--- src/include/tmd_map.svh ---
// tmd_map.svh: instruction fields, opcodes, port numbers and register offsets
`ifndef TMD_MAP_SVH
`define TMD_MAP_SVH
`define TMD_F_OPC   15:10
`define TMD_F_JOP   15:12
`define TMD_F_ADDR  11:0
`define TMD_F_DH    9:8
`define TMD_F_DL    7:4
`define TMD_F_PNB   7:4
`define TMD_F_LO    3:0
`define TMD_F_BANK  1:0
`define TMD_J_JMP   4'hc
`define TMD_J_CAL   4'hd
`define TMD_ARITH   2'b01
`define TMD_B_SUB   3
`define TMD_B_MEM   2
`define TMD_B_CRY   1
`define TMD_B_SKP   0
`define TMD_OP_NOP  6'h00
`define TMD_OP_TPT  6'h08
`define TMD_OP_TPF  6'h09
`define TMD_OP_FPD  6'h0a
`define TMD_OP_HLT  6'h0b
`define TMD_OP_RET  6'h0c
`define TMD_OP_RTH  6'h0d
`define TMD_OP_AND  6'h20
`define TMD_OP_OR   6'h21
`define TMD_OP_XOR  6'h22
`define TMD_OP_LDR  6'h23
`define TMD_OP_STR  6'h24
`define TMD_OP_SSET 6'h25
`define TMD_OP_SCLR 6'h26
`define TMD_OP_ST1S 6'h27
`define TMD_OP_ST0S 6'h28
`define TMD_OP_BANK 6'h29
`define TMD_OP_DDIR 6'h2a
`define TMD_OP_DSEG 6'h2b
`define TMD_OP_PIN  6'h2c
`define TMD_OP_POUT 6'h2d
`define TMD_OP_PSET 6'h2e
`define TMD_OP_PCLR 6'h2f
`define TMD_P_A     4'h0
`define TMD_P_B     4'h1
`define TMD_P_C     4'h2
`define TMD_P_D     4'h3
`define TMD_P_E     4'h4
`define TMD_P_F     4'h5
`define TMD_P_G     4'h6
`define TMD_P_H     4'h7
`define TMD_REG_HI  4'h0
`define TMD_PC_RST  12'h000
`define TMD_RUN_RST 1'b1
`define TMD_A_CTRL  8'h00
`define TMD_A_STAT  8'h04
`define TMD_A_DIAG  8'h08
`define TMD_R_OK    2'b00
`define TMD_R_DEC   2'b11
`endif

--- src/include/tmd_pkg.sv ---
// tmd_pkg: types shared by the tuner core decoder
package tmd_pkg;
    typedef logic [3:0]  tmd_nib_t;
    typedef logic [11:0] tmd_pc_t;
    typedef logic [15:0] tmd_instr_t;
    typedef enum logic [1:0] {ST_RUN, ST_SKIP, ST_HALT} tmd_state_t;
endpackage

--- src/tmd_core.sv ---
// tmd_core: 4-bit tuner core instruction decode and execute with AXI4-Lite control
// Functional notes
// - ADD sums register and memory nibble, result into register.
// - add-skip variants skip next instruction on carry out.
// - add-with-carry variants add carry flag, store in destination.
// - immediate adds sum immediate and memory, result back in memory.
// - subtract variants use borrow when selected, skip on borrow.
// - register operands address bank zero nibbles 00h to 0fh.
// - AND merges immediate with memory nibble, result in memory.
// - load copies memory nibble into register, memory unchanged.
// - jump loads program counter from address field.
// - call pushes incremented counter, then jumps to address field.
// - both returns pop top stack entry into program counter.
// - status set raises masked bits of status register one.
// - status clear lowers masked bits of status register one.
// - status tests skip when masked status-two bits all match.
// - bank select latches bank for later memory accesses.
// - converting display write makes 7-segment pattern; direct write does not.
// - port input stores selected port value into memory.
// - port output writes memory nibble into port output latch.
// - port bit set/clear changes only masked latch bits.
// - port tests skip when masked port bits all ones/zeros.
// - port F direction latch loads mask; one means output.
// - clock halt stops core only while hold input is low.
// - port E turns input on input/test, output on output/bit ops.
//
// Design decisions made here: the AXI4-Lite slave port and the address map.
`timescale 1ns/10ps
`include "tmd_map.svh"

module tmd_core (
    input  wire logic              core_clk_i,
    input  wire logic              srst_i,
    output logic                   pc_o,
    output tmd_pkg::tmd_pc_t       pc_addr_o,
    input  wire tmd_pkg::tmd_instr_t instr_i,
    input  wire logic              hold_i,
    input  wire tmd_pkg::tmd_nib_t st2_i,
    output tmd_pkg::tmd_nib_t      st1_o,
    input  wire tmd_pkg::tmd_nib_t pa_i,
    input  wire tmd_pkg::tmd_nib_t pg_i,
    output tmd_pkg::tmd_nib_t      pb_o,
    output tmd_pkg::tmd_nib_t      pc_port_o,
    output tmd_pkg::tmd_nib_t      pd_o,
    input  wire tmd_pkg::tmd_nib_t pe_i,
    output tmd_pkg::tmd_nib_t      pe_o,
    output tmd_pkg::tmd_nib_t      pe_oe_n_o,
    input  wire tmd_pkg::tmd_nib_t pf_i,
    output tmd_pkg::tmd_nib_t      pf_o,
    output tmd_pkg::tmd_nib_t      pf_oe_n_o,
    output tmd_pkg::tmd_nib_t      ph_o,
    output tmd_pkg::tmd_nib_t      ph_oe_n_o,
    output logic                   lcd_wr_o,
    output tmd_pkg::tmd_nib_t      lcd_digit_o,
    output logic [6:0]             lcd_seg_o,
    output logic                   halted_o,
    input  wire logic [7:0]        s_axi_awaddr_i,
    input  wire logic              s_axi_awvalid_i,
    output logic                   s_axi_awready_o,
    input  wire logic [31:0]       s_axi_wdata_i,
    input  wire logic [3:0]        s_axi_wstrb_i,
    input  wire logic              s_axi_wvalid_i,
    output logic                   s_axi_wready_o,
    output logic [1:0]             s_axi_bresp_o,
    output logic                   s_axi_bvalid_o,
    input  wire logic              s_axi_bready_i,
    input  wire logic [7:0]        s_axi_araddr_i,
    input  wire logic              s_axi_arvalid_i,
    output logic                   s_axi_arready_o,
    output logic [31:0]            s_axi_rdata_o,
    output logic [1:0]             s_axi_rresp_o,
    output logic                   s_axi_rvalid_o,
    input  wire logic              s_axi_rready_i
);
    import tmd_pkg::*;

    tmd_state_t  state_q;
    tmd_pc_t     pc_q;
    tmd_pc_t     pc_d;
    tmd_pc_t     pc_inc;
    tmd_pc_t     stk_q [4];
    logic [1:0]  sp_q;
    tmd_nib_t    mem_q [256];
    tmd_nib_t    out_q [16];
    tmd_nib_t    st1_q;
    tmd_nib_t    st1_d;
    logic [1:0]  bank_q;
    logic [1:0]  bank_d;
    logic        cf_q;
    logic        edir_q;
    logic        edir_d;
    tmd_nib_t    fdir_q;
    tmd_nib_t    fdir_d;
    logic        run_q;
    logic [5:0]  opc;
    logic [3:0]  jop;
    logic [7:0]  maddr;
    logic [7:0]  raddr;
    tmd_nib_t    imm;
    tmd_nib_t    pn_io;
    tmd_nib_t    pn_bit;
    tmd_nib_t    m_rd;
    tmd_nib_t    r_rd;
    logic        arith;
    tmd_nib_t    a_op;
    tmd_nib_t    b_op;
    logic        cin;
    logic [4:0]  alu_res;
    logic        exec;
    logic        mem_we;
    logic [7:0]  mem_wa;
    tmd_nib_t    mem_wd;
    logic        cf_we;
    logic        cond;
    logic        push;
    logic        pop;
    logic        out_we;
    tmd_nib_t    out_pn;
    tmd_nib_t    out_d;
    logic        lcd_we;
    logic [6:0]  lcd_d;
    logic        halt_req;
    logic [7:0]  aw_addr_q;
    logic        aw_v_q;
    logic        w_v_q;
    logic [31:0] w_data_q;
    logic [3:0]  w_strb_q;

    // 7-segment pattern for a hex digit, segments g..a
    function automatic logic [6:0] seg7(input tmd_nib_t v);
        case (v)
            4'h0: seg7 = 7'h3f;
            4'h1: seg7 = 7'h06;
            4'h2: seg7 = 7'h5b;
            4'h3: seg7 = 7'h4f;
            4'h4: seg7 = 7'h66;
            4'h5: seg7 = 7'h6d;
            4'h6: seg7 = 7'h7d;
            4'h7: seg7 = 7'h07;
            4'h8: seg7 = 7'h7f;
            4'h9: seg7 = 7'h6f;
            4'ha: seg7 = 7'h77;
            4'hb: seg7 = 7'h7c;
            4'hc: seg7 = 7'h39;
            4'hd: seg7 = 7'h5e;
            4'he: seg7 = 7'h79;
            default: seg7 = 7'h71;
        endcase
    endfunction

    // input ports read pins; output-only ports read back their latch
    function automatic tmd_nib_t port_rd(input tmd_nib_t pn);
        case (pn)
            `TMD_P_A: port_rd = pa_i;
            `TMD_P_E: port_rd = pe_i;
            `TMD_P_F: port_rd = pf_i;
            `TMD_P_G: port_rd = pg_i;
            default:  port_rd = out_q[pn];
        endcase
    endfunction

    assign opc    = instr_i[`TMD_F_OPC];
    assign jop    = instr_i[`TMD_F_JOP];
    assign imm    = instr_i[`TMD_F_LO];
    assign pn_io  = instr_i[`TMD_F_LO];
    assign pn_bit = instr_i[`TMD_F_PNB];
    assign maddr  = {bank_q, instr_i[`TMD_F_DH], instr_i[`TMD_F_DL]};
    assign raddr  = {`TMD_REG_HI, instr_i[`TMD_F_LO]};
    assign m_rd   = mem_q[maddr];
    assign r_rd   = mem_q[raddr];
    assign arith  = (opc[5:4] == `TMD_ARITH);
    // held reset must not let word zero write memory
    assign exec   = run_q && (state_q == ST_RUN) && !srst_i;
    assign pc_inc = pc_q + 12'h001;

    assign a_op = opc[`TMD_B_MEM] ? m_rd : r_rd;
    assign b_op = opc[`TMD_B_MEM] ? imm : m_rd;
    assign cin  = opc[`TMD_B_CRY] & cf_q;
    // borrow shows as bit 4 of the difference
    assign alu_res = opc[`TMD_B_SUB]
                   ? ({1'b0, a_op} - {1'b0, b_op} - {4'h0, cin})
                   : ({1'b0, a_op} + {1'b0, b_op} + {4'h0, cin});

    always_comb
    begin
        pc_d     = pc_q;
        mem_we   = 1'b0;
        mem_wa   = maddr;
        mem_wd   = alu_res[3:0];
        cf_we    = 1'b0;
        cond     = 1'b0;
        push     = 1'b0;
        pop      = 1'b0;
        st1_d    = st1_q;
        bank_d   = bank_q;
        out_we   = 1'b0;
        out_pn   = pn_bit;
        out_d    = m_rd;
        edir_d   = edir_q;
        fdir_d   = fdir_q;
        lcd_we   = 1'b0;
        lcd_d    = {3'h0, m_rd};
        halt_req = 1'b0;
        // skipped word only moves the counter
        if (run_q && state_q == ST_SKIP)
            pc_d = pc_inc;
        if (exec)
        begin
            pc_d = pc_inc;
            if (jop == `TMD_J_JMP)
                pc_d = instr_i[`TMD_F_ADDR];
            else if (jop == `TMD_J_CAL)
            begin
                push = 1'b1;
                pc_d = instr_i[`TMD_F_ADDR];
            end
            else if (arith)
            begin
                mem_we = 1'b1;
                mem_wa = opc[`TMD_B_MEM] ? maddr : raddr;
                cf_we  = 1'b1;
                cond   = opc[`TMD_B_SKP] & alu_res[4];
            end
            else
            begin
                case (opc)
                    `TMD_OP_AND:
                    begin
                        mem_we = 1'b1;
                        mem_wd = m_rd & imm;
                    end
                    `TMD_OP_OR:
                    begin
                        mem_we = 1'b1;
                        mem_wd = m_rd | imm;
                    end
                    `TMD_OP_XOR:
                    begin
                        mem_we = 1'b1;
                        mem_wa = raddr;
                        mem_wd = r_rd ^ m_rd;
                    end
                    `TMD_OP_LDR:
                    begin
                        mem_we = 1'b1;
                        mem_wa = raddr;
                        mem_wd = m_rd;
                    end
                    `TMD_OP_STR:
                    begin
                        mem_we = 1'b1;
                        mem_wd = r_rd;
                    end
                    `TMD_OP_SSET: st1_d = st1_q | imm;
                    `TMD_OP_SCLR: st1_d = st1_q & ~imm;
                    `TMD_OP_ST1S: cond = ((st2_i & imm) == imm);
                    `TMD_OP_ST0S: cond = ((st2_i & imm) == 4'h0);
                    `TMD_OP_BANK: bank_d = instr_i[`TMD_F_BANK];
                    `TMD_OP_DDIR: lcd_we = 1'b1;
                    `TMD_OP_DSEG:
                    begin
                        lcd_we = 1'b1;
                        lcd_d  = seg7(m_rd);
                    end
                    `TMD_OP_PIN:
                    begin
                        mem_we = 1'b1;
                        mem_wd = port_rd(pn_io);
                        if (pn_io == `TMD_P_E)
                            edir_d = 1'b0;
                    end
                    `TMD_OP_POUT:
                    begin
                        out_we = 1'b1;
                        out_pn = pn_io;
                        if (pn_io == `TMD_P_E)
                            edir_d = 1'b1;
                    end
                    `TMD_OP_PSET, `TMD_OP_PCLR:
                    begin
                        out_we = 1'b1;
                        out_d  = (opc == `TMD_OP_PSET) ? (out_q[pn_bit] | imm)
                                                       : (out_q[pn_bit] & ~imm);
                        if (pn_bit == `TMD_P_E)
                            edir_d = 1'b1;
                    end
                    `TMD_OP_TPT, `TMD_OP_TPF:
                    begin
                        cond = (opc == `TMD_OP_TPT)
                             ? ((port_rd(pn_bit) & imm) == imm)
                             : ((port_rd(pn_bit) & imm) == 4'h0);
                        if (pn_bit == `TMD_P_E)
                            edir_d = 1'b0;
                    end
                    `TMD_OP_FPD: fdir_d = imm;
                    `TMD_OP_HLT: halt_req = ~hold_i;
                    `TMD_OP_RET, `TMD_OP_RTH:
                    begin
                        pop  = 1'b1;
                        pc_d = stk_q[sp_q - 2'd1];
                    end
                    default: ;
                endcase
            end
        end
    end

    always_ff @(posedge core_clk_i)
    begin
        if (srst_i)
            state_q <= ST_RUN;
        else
        begin
            case (state_q)
                ST_RUN:
                    if (exec && halt_req)
                        state_q <= ST_HALT;
                    else if (exec && cond)
                        state_q <= ST_SKIP;
                ST_SKIP:
                    if (run_q)
                        state_q <= ST_RUN;
                ST_HALT:
                    // leaving halt needs hold high again
                    if (hold_i)
                        state_q <= ST_RUN;
                default: state_q <= ST_RUN;
            endcase
        end
    end

    always_ff @(posedge core_clk_i)
    begin
        if (srst_i)
            pc_q <= `TMD_PC_RST;
        else
            pc_q <= pc_d;
    end

    // return stack wraps silently past four levels
    always_ff @(posedge core_clk_i)
    begin
        if (srst_i)
            sp_q <= 2'd0;
        else if (push)
        begin
            stk_q[sp_q] <= pc_inc;
            sp_q        <= sp_q + 2'd1;
        end
        else if (pop)
            sp_q <= sp_q - 2'd1;
    end

    // data memory has no reset, as in the original part
    always_ff @(posedge core_clk_i)
    begin
        if (mem_we)
            mem_q[mem_wa] <= mem_wd;
    end

    always_ff @(posedge core_clk_i)
    begin
        if (srst_i)
            cf_q <= 1'b0;
        else if (cf_we)
            cf_q <= alu_res[4];
    end

    always_ff @(posedge core_clk_i)
    begin
        if (srst_i)
        begin
            st1_q  <= 4'h0;
            bank_q <= 2'd0;
            edir_q <= 1'b0;
            fdir_q <= 4'h0;
        end
        else
        begin
            st1_q  <= st1_d;
            bank_q <= bank_d;
            edir_q <= edir_d;
            fdir_q <= fdir_d;
        end
    end

    always_ff @(posedge core_clk_i)
    begin
        if (srst_i)
        begin
            for (int i = 0; i < 16; i++)
                out_q[i] <= 4'h0;
        end
        else if (out_we)
            out_q[out_pn] <= out_d;
    end

    always_ff @(posedge core_clk_i)
    begin
        if (srst_i)
        begin
            lcd_wr_o    <= 1'b0;
            lcd_digit_o <= 4'h0;
            lcd_seg_o   <= 7'h00;
        end
        else
        begin
            lcd_wr_o <= lcd_we;
            if (lcd_we)
            begin
                lcd_digit_o <= instr_i[`TMD_F_LO];
                lcd_seg_o   <= lcd_d;
            end
        end
    end

    assign pc_o      = exec;
    assign pc_addr_o = pc_q;
    assign st1_o     = st1_q;
    assign halted_o  = (state_q == ST_HALT);
    assign pb_o      = out_q[`TMD_P_B];
    assign pc_port_o = out_q[`TMD_P_C];
    assign pd_o      = out_q[`TMD_P_D];
    assign pe_o      = out_q[`TMD_P_E];
    assign pe_oe_n_o = {4{~edir_q}};
    assign pf_o      = out_q[`TMD_P_F];
    assign pf_oe_n_o = ~fdir_q;
    // open drain: latch one pulls the pin low
    assign ph_o      = 4'h0;
    assign ph_oe_n_o = ~out_q[`TMD_P_H];

    // axi4-lite slave, one outstanding write and read
    assign s_axi_awready_o = ~aw_v_q & ~s_axi_bvalid_o;
    assign s_axi_wready_o  = ~w_v_q & ~s_axi_bvalid_o;
    assign s_axi_arready_o = ~s_axi_rvalid_o;

    always_ff @(posedge core_clk_i)
    begin
        if (srst_i)
        begin
            aw_v_q         <= 1'b0;
            w_v_q          <= 1'b0;
            aw_addr_q      <= 8'h00;
            w_data_q       <= 32'h0;
            w_strb_q       <= 4'h0;
            s_axi_bvalid_o <= 1'b0;
            s_axi_bresp_o  <= `TMD_R_OK;
            run_q          <= `TMD_RUN_RST;
        end
        else
        begin
            if (s_axi_awvalid_i && s_axi_awready_o)
            begin
                aw_v_q    <= 1'b1;
                aw_addr_q <= s_axi_awaddr_i;
            end
            if (s_axi_wvalid_i && s_axi_wready_o)
            begin
                w_v_q    <= 1'b1;
                w_data_q <= s_axi_wdata_i;
                w_strb_q <= s_axi_wstrb_i;
            end
            if (aw_v_q && w_v_q)
            begin
                aw_v_q         <= 1'b0;
                w_v_q          <= 1'b0;
                s_axi_bvalid_o <= 1'b1;
                s_axi_bresp_o  <= (aw_addr_q == `TMD_A_CTRL) ? `TMD_R_OK : `TMD_R_DEC;
                if (aw_addr_q == `TMD_A_CTRL && w_strb_q[0])
                    run_q <= w_data_q[0];
            end
            else if (s_axi_bvalid_o && s_axi_bready_i)
                s_axi_bvalid_o <= 1'b0;
        end
    end

    always_ff @(posedge core_clk_i)
    begin
        if (srst_i)
        begin
            s_axi_rvalid_o <= 1'b0;
            s_axi_rdata_o  <= 32'h0;
            s_axi_rresp_o  <= `TMD_R_OK;
        end
        else if (s_axi_arvalid_i && s_axi_arready_o)
        begin
            s_axi_rvalid_o <= 1'b1;
            s_axi_rresp_o  <= `TMD_R_OK;
            case (s_axi_araddr_i)
                `TMD_A_CTRL: s_axi_rdata_o <= {31'h0, run_q};
                `TMD_A_STAT: s_axi_rdata_o <= {13'h0, halted_o, state_q == ST_SKIP,
                                               cf_q, bank_q, sp_q, pc_q};
                `TMD_A_DIAG: s_axi_rdata_o <= {23'h0, edir_q, fdir_q, st1_q};
                default:
                begin
                    s_axi_rdata_o <= 32'h0;
                    s_axi_rresp_o <= `TMD_R_DEC;
                end
            endcase
        end
        else if (s_axi_rvalid_o && s_axi_rready_i)
            s_axi_rvalid_o <= 1'b0;
    end

endmodule // tmd_core

--- config.mk ---
export PLATFORM = sky130hd
export DESIGN_NAME = tmd_core
export DESIGN_NICKNAME = d
export VERILOG_FILES = /design/src/include/tmd_pkg.sv /design/src/tmd_core.sv
export VERILOG_INCLUDE_DIRS = /design/src /design/src/include
export SDC_FILE = /design/constraint.sdc
export NUM_CORES = 2
export LEC_CHECK = 0
export BUFFER_PORTS_ARGS = -buffer_cell sky130_fd_sc_hd__buf_2
export CAP_MARGIN = 5
export CELL_PAD_IN_SITES_DETAIL_PLACEMENT = 1
export CELL_PAD_IN_SITES_GLOBAL_PLACEMENT = 1
export CORE_MARGIN = 4
export CORE_UTILIZATION = 45
export CTS_CLUSTER_DIAMETER = 60
export DETAILED_ROUTE_END_ITERATION = 10
export PLACE_DENSITY_LB_ADDON = 0.1
export REMOVE_ABC_BUFFERS = 1
export SKIP_CTS_REPAIR_TIMING = 1
export SYNTH_ARGS = -nofsm -noshare
export SYNTH_HDL_FRONTEND = slang
export SYNTH_SLANG_ARGS = --single-unit
--- constraint.sdc ---
create_clock -name core_clk_i -period 29.3 [get_ports core_clk_i]
set_input_delay 1.465 -clock core_clk_i [delete_from_list [all_inputs] [get_ports core_clk_i]]
set_output_delay 1.465 -clock core_clk_i [all_outputs]
set_load 0.05 [all_outputs]
# --- Word level (Yosys, flattened, before mapping) ---
# Memory sizes are Yosys's and may differ from the RTL's.
# Cells that the tools add are included.
totals:
  ff_bits: 91
  n_memories: 4
  mem_bits_rw: 1136
  wordCells: 258
  output_inout_bits: 107
  rom_bits: 112
memory_table:
  columns: ["memory", "words", "width", "read_ports", "rd_clocked_by_memory_dff", "wr", "line", "text"]
  rows:
  - ["mem_q", 256, 4, 2, 0, 1, "tmd_core.sv:83", "tmd_nib_t mem_q [256];"]
  - ["(no name shown)", 16, 7, 1, 0, 0, "tmd_core.sv:131", "case (v)"]
  - ["out_q", 16, 4, 8, 0, 16, "tmd_core.sv:84", "tmd_nib_t out_q [16];"]
  - ["stk_q", 4, 12, 1, 0, 1, "tmd_core.sv:81", "tmd_pc_t stk_q [4];"]
op_classes:
  mux: 114
  n_eq_ne: 44
  n_addsub: 7
  reduce_logical: 42
  bitwise: 25
op_table:
  columns: ["op", "n"]
  rows:
  - ["$eq A6 B6 Y1 const B", 16]
  - ["$mux W4", 24]
  - ["$mux W12", 6]
  - ["$pmux W19 S3", 1]
  - ["$mux W1", 56]
  - ["$mux W8", 6]
  - ["$eq A6 B4 Y1 const B", 6]
  - ["$mux W7", 5]
  - ["$pmux W4 S4", 2]
  - ["$eq A4 B3 Y1 const B", 6]
  - ["$pmux W4 S6", 1]
  - ["$and A4 B4 Y4", 5]
  - ["$logic_not A4 Y1", 4]
  - ["$logic_not A8 Y1", 2]
  - ["$mux W2", 8]
  - ["$reduce_and A5 Y1", 3]
  - ["$add A12 B1 Y12 const B", 1]
  - ["$logic_and A1 B1 Y1", 12]
  - ["$ne A2 B2 Y1 const B", 6]
  - ["$not A4 Y4", 3]
  - ["$or A4 B4 Y4", 3]
  - ["$reduce_or A2 Y1", 6]
  - ["$reduce_bool A2 Y1", 5]
  - ["$not A1 Y1", 9]
  - ["29 further kinds", 36]

# --- Longest topological paths before layout ---
logic_depth:
  word_depth: 19
  mapped_depth: 26

# --- Worst setup path after synthesis ---
# OpenSTA, ideal clock, no wires.
synth_path:
  kind: "input-to-reg"
  start: "input port instr_i[4]"
  end: "memory mem_q[0][2] (netlist name), data pin"
  slack_ps: 11622
  arrival_time_ps: 15369
  setup_ps: 2309
  n_path_buf: 6
  stages: 20
  cell_sequence: "buf_6 buf_12 buf_12 buf_6 buf_6 mux4_2 a22oi_1 a21oi_1 nor3_1 o21bai_1 and3b_1 buf_2 a21boi_0 inv_1 fa_1 inv_1 fa_1 mux2i_1 xor2_1 a221oi_1"
synth_via:
  elab_chain_cells: 10
  word_cells_on_any_way: 16
  classes_between: "add/sub: 4; mux: 8; bitwise: 3; memory: 1"
synth_rtl:
  columns: ["item", "line", "text"]
  rows:
  - ["from (decl)", "tmd_core.sv:36", "input wire tmd_pkg::tmd_instr_t instr_i,"]
  - ["$mem_v2 Z256 W4 *", null, null]
  - ["$mux W4 (on tied branches)", "tmd_core.sv:176, tmd_core.sv:177", null]
  - ["$add A4 B4 Y5 / $sub A4 B4 Y5 (equally long branches)", "tmd_core.sv:182, tmd_core.sv:181", null]
  - ["$add A5 B1 Y5 / $sub A5 B1 Y5 (equally long branches)", "tmd_core.sv:182, tmd_core.sv:181", null]
  - ["$mux W5", "tmd_core.sv:180", "assign alu_res = opc[`TMD_B_SUB]"]
  - ["$pmux W4 S6", "tmd_core.sv:226", "case (opc)"]
  - ["$mux W4", "tmd_core.sv:217", "else if (arith)"]
  - ["$mux W4", "tmd_core.sv:212", "else if (jop == `TMD_J_CAL)"]
  - ["$mux W4", "tmd_core.sv:210", "if (jop == `TMD_J_JMP)"]
  - ["$mux W4 *", "tmd_core.sv:207", "if (exec)"]
  - ["named net mem_wd[2]", "tmd_core.sv:112", "tmd_nib_t mem_wd;"]
  - ["to (decl)", "tmd_core.sv:83", null]
# The timed path passes the listed nets; every way through them passes the cells marked *.

# --- Final worst setup path ---
layout_path:
  start: "input port instr_i[6]"
  end: "memory mem_q[212][2] (netlist name), data pin"
# The elaborated chain is that of the path after synthesis.

==> metrics.md <==
| Metric | Value |
|---|---|
| Clk pwr share | `40.5%` |
| Die H | `349 um` |
| Post-Route Skew | `slightly above 30 ps` |
| CTS tree | `yes` |
| IO buf count | `151` |
| Period utilization | `29.2%` |
| GP Congestion | `0.857` |
| Wire per inst | `approximately 32 um` |
| Setup crit end kind | `flop` |
| Slowest CP cell | `and2_1` |
| Row Count | `124` |
| CP startpoint kind | `input pin` |
| Initial Utilization | `45.5%` |
| FMAX | `117 MHz` |
| Minimum clock period | `8550 ps` |
| Static Leak | `19.1 nW` |
| CP max FO | `256` |
| Status | `completed` |
| Max incr delay on CP | `1070 ps` |
| CTS Buffer Depth | `3` |
| CP cell instances | `buf_2 -> buf_4 -> buf_4 -> and2_1 -> buf_4 -> a22oi_1 -> a21oi_1 -> o21ai_0 -> a211o_1 -> and3b_1 -> a21boi_0 -> fa_1 -> fa_1 -> mux2i_1 -> xor2_1 -> a221oi_4 -> buf_12` |
| Worst EP required | `29650 ps` |
| CP Class | `input pin to flop` |
| Cts bufs inserted | `139` |
| Iter 0 DRT Violations | `2932` |
| Post-synthesis cell count | `3217` |
| Share of layout cells above drive strength 1 | `20.8%` |
| Total Routed Length | `157000 um` |
| Global Route Usage Sum | `25.9%` |
| Yosys Warn Count | `0` |
| Area Growth Syn to Fin | `12.3%` |
| Comb pwr share | `10.0%` |
| Root buffer cell | `clkbuf_16` |
| Placed cells | `4716` |
| Core area | `115000 um^2` |
| Worst rel slew slack | `between 10% and 20%` |
| Post-synth EDFFs | `1136` |
| DR vias | `30500` |
| Crit path buffers/inverters | `5` |
| Internal Pwr Total | `3.15 mW` |
| Ports | `roughly 200` |
| Syn Area/Cell | `16.2 um^2` |
| Seq pwr share | `49.5%` |
| Overflow left after global routing | `0` |
| Kind of cell adding the most delay to the critical path | `buffers and inverters` |
| DIE AREA | `122000 um^2` |
| Final Setup Violations | `0` |
| Max-cap viol count | `0` |
| Post-synth top area share | `65.3%` |
| TritonRoute pass-1 iters | `6` |
| Post-synth ARST share | `0%` |
| Final Hold Viols | `0` |
| Pwr Total | `4.17 mW` |
| Synth area leaders | `edfxtp_1, mux4_2, nor2_1` |
| Setup TNS | `0 ps` |
| HP Class | `flop to flop` |
| CTS H-Tree Depth | `4` |
| Post-Syn Area | `52200 um^2` |
| Dpl ws | `20150 ps` |
| Vias/cell | `about 6.1` |
| Slew Viols, Final | `0` |
| # diodes | `0` |
| Most used cell, CP | `buf_4` |
| Setup WS post-layout | `around 21000 ps` |
| RSZ-0062 raised after global routing | `no` |
| Worst Tran Pin Value | `1280 ps` |
| Arr. time, crit path | `8900 ps` |
| DR DRC count | `0` |
| Pin count of the biggest net entering global routing | `approximately 260` |
| Die X | `349 um` |
| Vias in the first global route | `32000` |
| Clk Latency, worst-skew pair | `750 ps` |
| Maximum vdd drop | `about 0.064 mV` |
| First-pass GRT wire length | `about 230000 um` |
| Antenna violations before repair | `5` |
| Most used DFF post-synth | `edfxtp_1` |
| Clk sink count | `1212` |
| Yosys top cell by area | `edfxtp_1` |
| Detailed Place HPWL | `97600 um` |
| #FFs+latches synth | `1212` |
| Post-Layout Cell Count | `4967` |
| Nets | `3464` |
| Psw | `1.02 mW` |
| Post-route ant nets | `0` |
| Distinct cells, synth | `86` |
| Worst-path clk slew | `50 ps` |
| Switching part of the total power | `between 20 and 25%` |
| Power Dens Cells | `71.2 nW/um^2` |
| Seq/Total Area, Yosys | `68.3%` |
## synthesized netlist by cell type (all sizes together) (5+ instances only)
| cell type | count |
|---|---|
| edfxtp | 1136 |
| nor2 | 433 |
| mux4 | 284 |
| nand2 | 180 |
| mux2i | 119 |
| clkbuf | 118 |
| buf | 115 |
| a21oi | 96 |
| a22oi | 93 |
| dfxtp | 76 |
| nor3 | 55 |
| o21ai | 51 |
| nand3 | 45 |
| nand2b | 41 |
| inv | 37 |
| a221oi | 28 |
| nor2b | 21 |
| mux2 | 20 |
| o22ai | 20 |
| ha | 18 |
| a211oi | 16 |
| and2 | 15 |
| xnor2 | 12 |
| o211ai | 10 |
| a22o | 9 |
| a31oi | 9 |
| and3 | 9 |
| or2 | 9 |
| a21o | 8 |
| nand4 | 8 |
| or3 | 8 |
| a211o | 7 |
| nor4 | 7 |
| o21a | 6 |
| o221ai | 6 |
| a2111oi | 5 |
| a21boi | 5 |
| clkinv | 5 |
| fa | 5 |
| xor2 | 5 |
## area by class of cell
class / count / area [um^2]
Fill cell: 10800 / 56200
Sequential cell: 1212 / 35600
Multi-Input combinational cell: 1746 / 15200
Clock buffer: 169 / 3730
Tap cell: 1512 / 1890
Timing Repair Buffer: 204 / 1270
Clock inverter: 82 / 712
Inverter: 42 / 158
## worst paths after layout
kind / startpoint / endpoint / slack (ps) / cells after the start
worst max-delay path: instr_i[6] / mem_q[212][2] / 20750 / 17
worst min-delay path: aw_addr_q[7] / aw_addr_q[7] / 460 / 2
worst max register to register: bank_q[1] / mem_q[202][3] / 22530 / 18
worst min register to register: aw_addr_q[7] / aw_addr_q[7] / 460 / 2
## tightest hold or removal path, stage by stage (launching register included)
cell and delay, ps:
dfxtp_1 300, nand2_1 50, a21oi_1 60
## cell families (layout without fill, tap and decap cells)
family                     Yosys count  after routing  synth area share [%]
buffers and inverters              275            497                  2.93
adders and majority gates           23             23                 0.623
and+or+nand+nor                    848            848                  7.06
muxes                              423            423                  15.2
DFF                               1212           1212                  68.3
other                                1             17               0.00718
AOI/OAI and AO/OA                  418            418                  5.58
xor gates and xnor gates            17             17                 0.285
## flip-flops by register name, indices dropped and copies added, names as in the netlist, 2 cells and up, named ones only
name and cells:
state_q 2, stk_q 48, out_q 64, mem_q 1024
bank_q 2, pc_addr_o 12, lcd_seg_o 7, sp_q 2
aw_addr_q 8, s_axi_rdata_o 19, fdir_q 4, lcd_digit_o 4
## per-layer routing
| metal | GRT usage [%] | up-vias | part of all wire (%) |
|---|---|---|---|
| li1 | - | 13000 | - |
| met1 | 35.0 | 16100 | 41 |
| met2 | 42.9 | 1183 | 49 |
| met3 | 4.96 | 246 | 7.1 |
| met4 | 8.04 | 4 | 3.1 |
| met5 | 0 | - | 0.019 |
## metrics by stage
stage | util, % | hold WS, ps | area (um^2)
5_1_grt | 51.1 | 478 | 58600
3_3_place_gp | 47.2 | 442 | 54200
2_1_floorplan | - | 425 | 50900
4_1_cts | 51.1 | 459 | 58600
3_5_place_dp | 47.2 | 452 | 54200
6_report | 51.1 | 459 | 58600
## power groups by stage
| stage | clock network (mW) | logic, mW | registers, mW |
|---|---|---|---|
| 6_report | 1.69 | 0.419 | 2.07 |
| 3_3_place_gp | 0 | 0.404 | 2.10 |
| 4_1_cts | 1.72 | 0.425 | 2.06 |
| 3_5_place_dp | 0 | 0.424 | 2.10 |
| 2_1_floorplan | 0 | 0.203 | 2.18 |
| 5_1_grt | 1.80 | 0.452 | 2.07 |
## placed cells by master (no fill, tap or decap), types with 11 or more instances in the layout
cell type / instances
edfxtp_1: 1136
nor2_1: 431
mux4_2: 245
nand2_1: 169
buf_2: 147
clkbuf_16: 145
mux2i_1: 119
a22oi_1: 93
a21oi_1: 91
dfxtp_1: 76
nor3_1: 52
o21ai_0: 50
buf_4: 48
nand3_1: 45
nand2b_1: 39
mux4_1: 39
clkinv_1: 36
inv_1: 35
a221oi_1: 27
clkbuf_1: 23
o22ai_1: 20
mux2_2: 19
clkinv_2: 19
ha_1: 18
nor2b_1: 17
conb_1: 17
a211oi_1: 15
and2_1: 13
xnor2_1: 12
nand2_2: 11
inv_6: 11
Note: power is estimated with default switching activity, not from simulation.
